[config.mk]
export PLATFORM = sky130hd
export DESIGN_NAME = urm_top
export DESIGN_NICKNAME = d
export VERILOG_FILES = /design/src/hdl/urm_pkg.sv /design/src/hdl/urm_top.sv
export SDC_FILE = /design/constraint.sdc
export NUM_CORES = 1
export LEC_CHECK = 0
export BUFFER_PORTS_ARGS = -buffer_cell sky130_fd_sc_hd__buf_4
export CORE_UTILIZATION = 30
export DETAILED_ROUTE_END_ITERATION = 6
export HOLD_SLACK_MARGIN = 0.15
export PLACE_DENSITY_LB_ADDON = 0.2
export SYNTH_ARGS = -nofsm -noshare
export SYNTH_HDL_FRONTEND = slang
export SYNTH_SLANG_ARGS = --single-unit
[constraint.sdc]
create_clock -name mclk -period 2.05 [get_ports mclk]
set_input_delay 0.3075 -clock mclk [delete_from_list [all_inputs] [get_ports mclk]]
set_output_delay 0.3075 -clock mclk [all_outputs]
set_load 0.005 [all_outputs]
[src/hdl/urm_pkg.sv]
// Overview of operation
// - Each write frame changes at most one byte at one byte address; writes to read-only words change none.
// - Register low byte sits at even address, high byte at next odd address.
// - Writing 0x07 to 0x38 stores averaging 128, output rate 4 SPS.
// - Register data shifts out only in the frame after a read request.
// - Serial output is released while chip select is high.
// - Flash write counter at 0x00 is read-only 16-bit count.
// - Output registers 0x02 to 0x10 are read-only, not flash backed.
// - Offset null registers 0x12, 0x14, 0x16 are read/write, flash backed.
// - Alignment references 0x18, 0x1A, 0x1C are read-only, flash backed.
// - Alarm registers 0x20 to 0x2E are read/write, flash backed.
// - Configuration registers 0x32 to 0x3A are read/write, flash backed.
// - Status register 0x3C is read-only, not flash backed.
// - Command register 0x3E is write-only, reads nothing, not flash backed.
// - Lot, product and serial registers 0x52 to 0x58 are read-only.
// - Internal bias registers 0x70, 0x72, 0x74 are read/write, flash backed.
// - Clock idles high, capture on rising edge, 16-bit frames, MSB first.
// - Read takes two frames; second frame may carry next request.
`default_nettype none
package urm_pkg;
  localparam int URM_FRAME_BITS = 16;
  localparam int URM_NRW        = 19;
  localparam int URM_CNT_W      = 5;
  localparam logic [6:0] URM_FLASH_WRITE_COUNTER = 7'h00;
  localparam logic [6:0] URM_SUPPLY    = 7'h02;
  localparam logic [6:0] URM_ACC_X     = 7'h04;
  localparam logic [6:0] URM_ACC_Y     = 7'h06;
  localparam logic [6:0] URM_ACC_Z     = 7'h08;
  localparam logic [6:0] URM_TEMP      = 7'h0a;
  localparam logic [6:0] URM_INC_X     = 7'h0c;
  localparam logic [6:0] URM_INC_Y     = 7'h0e;
  localparam logic [6:0] URM_INC_Z     = 7'h10;
  localparam logic [6:0] URM_ALIGN_X   = 7'h18;
  localparam logic [6:0] URM_ALIGN_Y   = 7'h1a;
  localparam logic [6:0] URM_ALIGN_Z   = 7'h1c;
  localparam logic [6:0] URM_STATUS    = 7'h3c;
  localparam logic [6:0] URM_COMMAND   = 7'h3e;
  localparam logic [6:0] URM_LOT_ONE   = 7'h52;
  localparam logic [6:0] URM_LOT_TWO   = 7'h54;
  localparam logic [6:0] URM_PRODUCT   = 7'h56;
  localparam logic [6:0] URM_SERIAL    = 7'h58;
  localparam logic [6:0] URM_DEC_FILT  = 7'h38;
  // Read/write, flash backed registers; slot n of the config output
  localparam logic [6:0] URM_RW_OFS [URM_NRW] = '{
    7'h12, 7'h14, 7'h16, 7'h20, 7'h22, 7'h24, 7'h26, 7'h28, 7'h2a, 7'h2c,
    7'h2e, 7'h32, 7'h34, 7'h36, URM_DEC_FILT, 7'h3a, 7'h70, 7'h72, 7'h74};
  localparam int URM_DEC_SLOT = 14;
  localparam logic [15:0] URM_WORD_RST = 16'h0000;

  // Values produced by the sensor and flash logic of the device
  typedef struct packed {
    logic [15:0] flash_write_counter;
    logic [15:0] supply_voltage_out;
    logic [15:0] accel_x_out;
    logic [15:0] accel_y_out;
    logic [15:0] accel_z_out;
    logic [15:0] temperature_out;
    logic [15:0] incline_x_out;
    logic [15:0] incline_y_out;
    logic [15:0] incline_z_out;
    logic [15:0] x_alignment_reference;
    logic [15:0] y_alignment_reference;
    logic [15:0] z_alignment_reference;
    logic [15:0] system_status;
    logic [15:0] lot_code_one;
    logic [15:0] lot_code_two;
    logic [15:0] product_code;
    logic [15:0] unit_serial_number;
  } urm_ro_s;

  // Byte written to the command register
  typedef struct packed {
    logic       valid;
    logic       high;
    logic [7:0] data;
  } urm_cmd_s;
endpackage : urm_pkg
`default_nettype wire

[src/hdl/urm_top.sv]
`default_nettype none
module urm_top
  import urm_pkg::*;
(
  input  wire logic                      mclk,
  input  wire logic                      arst_n,
  input  wire logic                      sclk,
  input  wire logic                      cs_n,
  input  wire logic                      din,
  output logic                           dout,
  output logic                           dout_oe,
  input  wire urm_ro_s                   ro,
  output logic [URM_NRW-1:0][15:0]       cfg_words,
  output urm_cmd_s                       cmd
);

  logic [2:0]               sclk_sync;
  logic [2:0]               cs_sync;
  logic [1:0]               din_sync;
  logic                     sclk_rise;
  logic                     sclk_fall;
  logic                     cs_s;
  logic                     din_s;
  logic [URM_CNT_W-1:0]     bit_cnt;
  logic [14:0]              rx_sr;
  logic [15:0]              tx_sr;
  logic                     frame_done;
  logic [15:0]              frame;
  logic                     fr_write;
  logic [6:0]               fr_addr;
  logic [7:0]               fr_data;
  logic [15:0]              rd_word;

  // Pins come from the master's domain; two stages before any use
  always_ff @(posedge mclk or negedge arst_n) begin
    if (!arst_n) begin
      sclk_sync <= 3'h7;
      cs_sync   <= 3'h7;
      din_sync  <= 2'h0;
    end else begin
      sclk_sync <= {sclk_sync[1:0], sclk};
      cs_sync   <= {cs_sync[1:0], cs_n};
      din_sync  <= {din_sync[0], din};
    end
  end

  // Edges taken from the second and third stages only
  assign sclk_rise  = sclk_sync[1] & ~sclk_sync[2];
  assign sclk_fall  = ~sclk_sync[1] & sclk_sync[2];
  assign cs_s       = cs_sync[1];
  assign din_s      = din_sync[1];
  assign frame_done = ~cs_s & sclk_rise & (bit_cnt == URM_CNT_W'(URM_FRAME_BITS - 1));
  assign frame      = {rx_sr, din_s};
  assign fr_write   = frame[15];
  assign fr_addr    = frame[14:8];
  assign fr_data    = frame[7:0];

  // Rising-edge capture, MSB first; a high chip select abandons the frame
  always_ff @(posedge mclk or negedge arst_n) begin
    if (!arst_n) begin
      bit_cnt <= '0;
      rx_sr   <= '0;
    end else if (cs_s) begin
      bit_cnt <= '0;
    end else if (sclk_rise) begin
      rx_sr   <= {rx_sr[13:0], din_s};
      bit_cnt <= frame_done ? '0 : bit_cnt + URM_CNT_W'(1);
    end
  end

  // Word read mux; the pair is addressed by its even byte
  always_comb begin
    rd_word = URM_WORD_RST;
    case ({fr_addr[6:1], 1'b0})
      URM_FLASH_WRITE_COUNTER: rd_word = ro.flash_write_counter;
      URM_SUPPLY:    rd_word = ro.supply_voltage_out;
      URM_ACC_X:     rd_word = ro.accel_x_out;
      URM_ACC_Y:     rd_word = ro.accel_y_out;
      URM_ACC_Z:     rd_word = ro.accel_z_out;
      URM_TEMP:      rd_word = ro.temperature_out;
      URM_INC_X:     rd_word = ro.incline_x_out;
      URM_INC_Y:     rd_word = ro.incline_y_out;
      URM_INC_Z:     rd_word = ro.incline_z_out;
      URM_ALIGN_X:   rd_word = ro.x_alignment_reference;
      URM_ALIGN_Y:   rd_word = ro.y_alignment_reference;
      URM_ALIGN_Z:   rd_word = ro.z_alignment_reference;
      URM_STATUS:    rd_word = ro.system_status;
      URM_COMMAND:   rd_word = URM_WORD_RST;
      URM_LOT_ONE:   rd_word = ro.lot_code_one;
      URM_LOT_TWO:   rd_word = ro.lot_code_two;
      URM_PRODUCT:   rd_word = ro.product_code;
      URM_SERIAL:    rd_word = ro.unit_serial_number;
      default: begin
        for (int i = 0; i < URM_NRW; i++) begin
          if ({fr_addr[6:1], 1'b0} == URM_RW_OFS[i]) begin
            rd_word = cfg_words[i];
          end
        end
      end
    endcase
  end

  // Reply register: loaded at frame end, shifted on falling edges.
  // The first falling edge of a frame only exposes the MSB, so no shift.
  always_ff @(posedge mclk or negedge arst_n) begin
    if (!arst_n) begin
      tx_sr <= URM_WORD_RST;
    end else if (frame_done) begin
      tx_sr <= fr_write ? URM_WORD_RST : rd_word;
    end else if (~cs_s & sclk_fall & (bit_cnt != '0)) begin
      tx_sr <= {tx_sr[14:0], 1'b0};
    end
  end

  // Driver enable follows chip select so the line can be shared
  always_ff @(posedge mclk or negedge arst_n) begin
    if (!arst_n) begin
      dout_oe <= 1'b0;
    end else begin
      dout_oe <= ~cs_s;
    end
  end

  assign dout = tx_sr[15];

  // Byte writes into the read/write bank; other addresses fall through.
  // Flash retention of this bank belongs to the flash logic outside.
  always_ff @(posedge mclk or negedge arst_n) begin
    if (!arst_n) begin
      cfg_words <= '0;
    end else if (frame_done & fr_write) begin
      for (int i = 0; i < URM_NRW; i++) begin
        if ({fr_addr[6:1], 1'b0} == URM_RW_OFS[i]) begin
          if (fr_addr[0]) begin
            cfg_words[i][15:8] <= fr_data;
          end else begin
            cfg_words[i][7:0] <= fr_data;
          end
        end
      end
    end
  end

  // Command byte is a one-cycle strobe; nothing is kept for reading
  always_ff @(posedge mclk or negedge arst_n) begin
    if (!arst_n) begin
      cmd <= '0;
    end else begin
      cmd.valid <= frame_done & fr_write & ({fr_addr[6:1], 1'b0} == URM_COMMAND);
      if (frame_done & fr_write) begin
        cmd.high <= fr_addr[0];
        cmd.data <= fr_data;
      end
    end
  end

  // Checks next to the logic they guard
  tri_state_a: assert property (@(posedge mclk) disable iff (!arst_n)
    cs_s |=> !dout_oe) else $error("output driven while deselected");

  cmd_pulse_a: assert property (@(posedge mclk) disable iff (!arst_n)
    cmd.valid |=> !cmd.valid) else $error("command strobe longer than one cycle");

  read_reply_a: assert property (@(posedge mclk) disable iff (!arst_n)
    frame_done && !fr_write |=> tx_sr == $past(rd_word))
    else $error("reply word not loaded after read");

  write_quiet_a: assert property (@(posedge mclk) disable iff (!arst_n)
    frame_done && fr_write |=> tx_sr == URM_WORD_RST)
    else $error("data shifted after a write frame");

  flash_count_a: assert property (@(posedge mclk) disable iff (!arst_n)
    frame_done && !fr_write && fr_addr == URM_FLASH_WRITE_COUNTER
      |=> tx_sr == $past(ro.flash_write_counter))
    else $error("flash counter not returned");

  ro_ignore_a: assert property (@(posedge mclk) disable iff (!arst_n)
    frame_done && fr_write && fr_addr <= URM_INC_Z + 7'h01 |=> $stable(cfg_words))
    else $error("write to read-only output changed bank");

  avg_write_a: assert property (@(posedge mclk) disable iff (!arst_n)
    frame_done && fr_write && fr_addr == URM_DEC_FILT
      |=> cfg_words[URM_DEC_SLOT][7:0] == $past(fr_data)
          && $stable(cfg_words[URM_DEC_SLOT][15:8]))
    else $error("filter low byte write wrong");

  high_byte_a: assert property (@(posedge mclk) disable iff (!arst_n)
    frame_done && fr_write && fr_addr == URM_DEC_FILT + 7'h01
      |=> cfg_words[URM_DEC_SLOT][15:8] == $past(fr_data)
          && $stable(cfg_words[URM_DEC_SLOT][7:0]))
    else $error("filter high byte write wrong");

  bit_count_a: assert property (@(posedge mclk) disable iff (!arst_n)
    bit_cnt < URM_CNT_W'(URM_FRAME_BITS)) else $error("frame bit count overran");

  // A deselect always restarts the bit count, so a cut frame never writes
  cut_frame_a: assert property (@(posedge mclk) disable iff (!arst_n)
    cs_s |=> bit_cnt == '0) else $error("bit count kept across deselect");

  // Driver is on whenever the synced select is low
  drive_on_a: assert property (@(posedge mclk) disable iff (!arst_n)
    !cs_s |=> dout_oe) else $error("output not driven while selected");

  // Alignment references stay out of reach of host writes
  align_ignore_a: assert property (@(posedge mclk) disable iff (!arst_n)
    frame_done && fr_write && {fr_addr[6:1], 1'b0} == URM_ALIGN_X |=> $stable(cfg_words))
    else $error("write to alignment reference changed bank");

  // Status and the identity words are never written
  status_ignore_a: assert property (@(posedge mclk) disable iff (!arst_n)
    frame_done && fr_write && {fr_addr[6:1], 1'b0} == URM_STATUS |=> $stable(cfg_words))
    else $error("write to status changed bank");

  ident_ignore_a: assert property (@(posedge mclk) disable iff (!arst_n)
    frame_done && fr_write && fr_addr >= URM_LOT_ONE && fr_addr <= URM_SERIAL + 7'h01
      |=> $stable(cfg_words))
    else $error("write to identity word changed bank");

  // Reserved word at 0x1E has no storage behind it
  reserved_ignore_a: assert property (@(posedge mclk) disable iff (!arst_n)
    frame_done && fr_write && {fr_addr[6:1], 1'b0} == 7'h1e |=> $stable(cfg_words))
    else $error("write to reserved word changed bank");

  // One slot from each writable group takes a byte: its low byte, or its high byte for the bias slot
  null_write_a: assert property (@(posedge mclk) disable iff (!arst_n)
    frame_done && fr_write && fr_addr == URM_RW_OFS[0]
      |=> cfg_words[0][7:0] == $past(fr_data))
    else $error("offset null low byte write wrong");

  alarm_write_a: assert property (@(posedge mclk) disable iff (!arst_n)
    frame_done && fr_write && fr_addr == URM_RW_OFS[3]
      |=> cfg_words[3][7:0] == $past(fr_data))
    else $error("alarm threshold low byte write wrong");

  gpio_write_a: assert property (@(posedge mclk) disable iff (!arst_n)
    frame_done && fr_write && fr_addr == URM_RW_OFS[11]
      |=> cfg_words[11][7:0] == $past(fr_data))
    else $error("general io low byte write wrong");

  bias_write_a: assert property (@(posedge mclk) disable iff (!arst_n)
    frame_done && fr_write && fr_addr == (URM_RW_OFS[18] | 7'h01)
      |=> cfg_words[18][15:8] == $past(fr_data))
    else $error("bias high byte write wrong");

  // Command byte data follows the frame that carried it
  cmd_data_a: assert property (@(posedge mclk) disable iff (!arst_n)
    cmd.valid |-> $past(fr_data) == cmd.data) else $error("command byte lost");

endmodule : urm_top
`default_nettype wire

# Word level (Yosys, flattened, before mapping)
# Index checks and enable logic that the tools add are counted.
# totals
elab_cells	167
regBits	358
# op_classes
bitwise	12
muxes	26
reduce_logical	43
n_eq_ne	37
add_sub_neg	1
# ops
op	count
2-to-1 mux 16 bit	22
case mux 16 bit (18 select lines)	1
AND reduction 3 bit	38
== test 6 x 5 -> 1 bit, second input constant	15
== test 6 x 4 -> 1 bit, second input constant	7
== test 6 bit, second input constant	7
== test 6 x 3 -> 1 bit, second input constant	4
2-to-1 mux 5 bit	3
== test 6 x 2 -> 1 bit, second input constant	2
AND 1 bit	8
== test 6 x 1 -> 1 bit, second input constant	1
zero test 6 bit	1
adder 5 x 1 -> 5 bit, second input constant	1
== test 5 x 4 -> 1 bit, second input constant	1
nonzero test 5 bit	1
inverter 1 bit	4
nonzero test 2 bit	2
AND reduction 2 bit	1

# Longest topological paths before layout
# depth
word_depth	23
mapped_depth	10
ltp_nobuf	8

# Least setup slack after synthesis
# OpenSTA, ideal clock, no wires.
# synth_path
kind	register -> register
start	register bit_cnt[0]
end	register cfg_words[152] (netlist bit)
period_less_slack_ns	2.252
arrival_time_ns	2.127
setup_ns	0.125
path_stages_with_launch	9
path_slack_ns	-0.202
required_ns	1.925
cell_sequence	dfrtp_1 -> ha_1 -> and4b_1 -> and3_1 -> clkbuf_1 -> nand2_1 -> buf_2 -> nor3_4 -> mux2_2
# synth_via
elab_chain_len	4
# synth_rtl
element	line	source
from (decl)	urm_top.sv:24	logic [URM_CNT_W-1:0] bit_cnt;
from (signal assigned)	urm_top.sv:67	bit_cnt <= frame_done ? '0 : bit_cnt + URM_CNT_W'(1);
== test 5 x 4 -> 1 bit	urm_top.sv:52	assign frame_done = ~cs_s & sclk_rise & (bit_cnt == URM_CNT_W'(URM_FRAME_BITS - 1));
AND 1 bit	urm_top.sv:52	
AND 1 bit	urm_top.sv:131	end else if (frame_done & fr_write) begin
AND reduction 3 bit (no line)	n/a	
to (signal, indexed assignment)	urm_top.sv:135	cfg_words[i][15:8] <= fr_data;
to (signal, indexed assignment)	urm_top.sv:137	cfg_words[i][7:0] <= fr_data;
to (decl)	urm_top.sv:13	output logic [URM_NRW-1:0][15:0] cfg_words,
# No other way between the ends.
# A chain may end at the register's enable or synchronous reset.

# Worst setup path after layout
# layout_path
start	register rx_sr[13]
end	register tx_sr[13]
# layout_via
elab_chain_len	23
# layout_rtl
element	line	source
from (decl)	urm_top.sv:25	logic [14:0] rx_sr;
from (signal assigned)	urm_top.sv:66	rx_sr <= {rx_sr[13:0], din_s};
== test 6 x 4 -> 1 bit	urm_top.sv:95	if ({fr_addr[6:1], 1'b0} == URM_RW_OFS[i]) begin
2-to-1 mux 16 bit (19 in a row)	urm_top.sv:95	
case mux 16 bit (18 select lines) *	urm_top.sv:74	case ({fr_addr[6:1], 1'b0})
2-to-1 mux 16 bit *	urm_top.sv:109	tx_sr <= fr_write ? URM_WORD_RST : rd_word;
2-to-1 mux 16 bit *	urm_top.sv:108	end else if (frame_done) begin
to (signal assigned)	urm_top.sv:109	
to (signal assigned)	urm_top.sv:111	tx_sr <= {tx_sr[14:0], 1'b0};
to (decl)	urm_top.sv:26	logic [15:0] tx_sr;
# Every way passes the cells marked *; elsewhere a longest branch is shown, timed or not.

==> impl_metrics.json <==
{
  "swShare": 0.306,
  "ys_ff_latch": 358,
  "route.met3.wl_mm": 7.84,
  "hold_viol": 0,
  "cp_data_required_time_ps": 2500,
  "min_period_over_period": 1.22,
  "syn_area_per_cell_um2": 11.6,
  "cts_buffer_depth": 3,
  "num_rows": 90,
  "syn_nets": 1872,
  "p_total_mw": 19.1,
  "rsz0062_at_grt": "true",
  "p_int_mw": 13.2,
  "routabilityCongestion": 0.973,
  "syn_inst": 1593,
  "critPathKind": "flop to flop",
  "instances_no_fill": 3373,
  "outcome": "finished with violations",
  "yosys_warnings": 0,
  "synth-main-ff-cell": "dfrtp_1",
  "drt_iter0_markers": 1549,
  "ys_top_cells_by_area": "dfrtp_1 48%, mux2_2 21%, a22oi_1 5.5%, nand2_1 1.9%, and3_1 1.7%",
  "critPathLaunchType": "flop",
  "holdPathStages": 4,
  "grt_first_pass_wirelength_mm": 155,
  "maxUsedRoutingLayer": "met5",
  "htreeDepth": 2,
  "ys_async_sr_fraction": 1.00,
  "fin_ws_ps": -457,
  "max_clock_freq_mhz": 399,
  "core_area_um2": 60500,
  "globalRouteTotalUtil": 0.349,
  "synthesis.area_um2": 18400,
  "min_period_ps": 2510,
  "dp_cells": 3242,
  "critPathMaxFanout": 11,
  "wirelength_mm": 112,
  "wl_met2_mm": 55.1,
  "cap_violations": 0,
  "synth-edff-count": 0,
  "synth_top_area_cell": "dfrtp_1",
  "synth-seq-area-share": 0.486,
  "die_w_um": 250,
  "wl_per_cell_um": 33.3,
  "comb_power_share": 0.229,
  "fp.dieH_um": 250,
  "clock_sinks": 358,
  "grt_max_degree": 64,
  "grt_overflow": 0,
  "yosysTopAreaCellShare": 0.479,
  "vias_per_cell": 5.72,
  "initial_core_util": 0.305,
  "p_leak_nw": 15.3,
  "setup_viol": 290,
  "met1Wirelength_mm": 43.6,
  "ant_nets": 0,
  "synthDistinctLibCells": 85,
  "reg2regPathDepth": 7,
  "path_clk_slew_ps": 60,
  "p_per_area_nw_per_um2": 606,
  "cp_data_arrival_time_ps": 2960,
  "cts_buffers": 39,
  "worst_slew_pin_slew_ps": 1100,
  "postLayoutCoreUtil": 0.521,
  "min_path_type": "primary input to flop",
  "clock_latency_ps": 540,
  "numPortBuffers": 592,
  "io_pins": 593,
  "vias": 19300,
  "nNetsFinal": 2840,
  "die-area_um2": 62400,
  "clkPwrFrac": 0.374,
  "slew_viol_final": 0,
  "p_sw_mw": 5.85,
  "antenna_found_initial": 3,
  "drcViolationCount": 0,
  "dpl.hpwl_mm": 88.1,
  "dr.pass1.iters": 6,
  "whs_ps": 224,
  "first_global_vias": 19700,
  "areaGrowthSynthToFinish_pct": 70.9,
  "ir_drop_uv": 531,
  "cts_root_buffer": "clkbuf_16",
  "p_seq_frac": 0.397,
  "slew_headroom": 0.269,
  "drive_gt1_frac": 0.652,
  "endpoint_kind": "flop",
  "violations": "negative setup slack",
  "skew_ps": 10.8,
  "cts_tree": "done",
  "tns_ps": -26660
}
[metal layers]
metal  track usage  up-vias
li1              -     8061
met1         0.429    10000
met2         0.599      985
met3        0.0604      213
met4         0.146        2
met5             0        -
[power by group through the flow]
| stage | Combinational, mW | Clock [mW] | Sequential (mW) |
|---|---|---|---|
| floorplan | 1.41 | 0 | 7.47 |
| global placement | 3.65 | 0 | 7.67 |
| detailed placement | 3.67 | 0 | 7.67 |
| global route | 4.53 | 7.50 | 7.59 |
| CTS | 4.12 | 7.20 | 7.57 |
| finish | 4.37 | 7.14 | 7.58 |
[Yosys cell counts (all sizes together) (6+ instances only)]
master,n
a221oi,23
o21ai,30
and2,14
o22ai,11
and3,51
mux2i,24
buf,55
mux2,340
a31oi,6
o221ai,10
nand2,101
a21oi,41
dfrtp,353
nand2b,6
nand3,21
nor2b,8
clkbuf,69
nor3,19
a211oi,18
o211ai,7
a32oi,6
inv,6
nand4,28
a2111oi,17
a22oi,136
nor2,84
o31ai,9
[layout make-up]
type	count	area [um2]
Multi-Input combinational cell	1104	11100
Sequential cell	358	8970
Fill cell	5309	29000
Clock inverter	11	114
Inverter	7	27.5
Clock buffer	57	1160
Antenna cell	3	7.51
Tap cell	782	978
Timing Repair Buffer	1051	9190
[layout by cell type (no fill, tap or decap), types with 45 or more instances in the layout]
| cell | n |
|---|---|
| buf_4 | 894 |
| and3_1 | 46 |
| buf_12 | 66 |
| mux2_2 | 137 |
| a22oi_1 | 116 |
| buf_6 | 72 |
| clkbuf_16 | 45 |
| mux2_4 | 203 |
| dfrtp_1 | 346 |
| nand2_1 | 74 |
[per-stage QoR]
stage | cell area (um2) | setup slack (ps)
final | 31500 | -457
after global routing | 31500 | -492
after CTS | 30800 | -409
after detailed placement | 27300 | -1130
after global placement | 27300 | -1360
after floorplan | 18700 | -83.2
[critical path: stages, from the launching register on]
cell and delay [ps]:
dfrtp_2 450, buf_12 160, or4b_4 590, buf_12 190
buf_6 130, o211ai_1 430, nand3_2 240, a41oi_2 220
[path summary, 6_finish.rpt]
path,from,endpoint,slack [ps]
max,rx_sr[13],tx_sr[13],-460
max in group asynchronous,arst_n,cfg_words[108],1050
min in group asynchronous,arst_n,cfg_words[176],250
min reg2reg,din_sync[0],din_sync[1],350
max reg2reg,rx_sr[13],tx_sr[13],-460
min,ro[119],tx_sr[7],220
[flip-flops by register name (all words and copies together), names as in the netlist]
signal	flops
din_sync	2
cs_sync	2
tx_sr	16
rx_sr	15
dout_oe	1
sclk_sync	3
cfg_words	304
bit_cnt	5
cmd	10
[kinds of logic (layout without fill, tap and decap cells)]
kind of cell             Yosys count  after routing  synth area share
buffers and inverters            131           1126            0.0318
XOR/XNOR                           1              1          0.000475
AO/OA/AOI/OAI                    361            361             0.145
AND/OR/NAND/NOR                  376            376             0.114
flip-flops                       358            358             0.486
multiplexers                     364            364             0.221
adder cells (fa/ha/maj)            2              2           0.00136
other                              0              3                 0
[timing repair]
item	4_1_cts	5_1_grt
resized for setup	451	119
pin swaps	85	74
setup buffers	45	14
setup endpoints to repair	319	319
cloned	5	2
hold buffers	4	0
hold endpoints to repair	282	0
No activity file was read; power rests on OpenSTA's default activity.
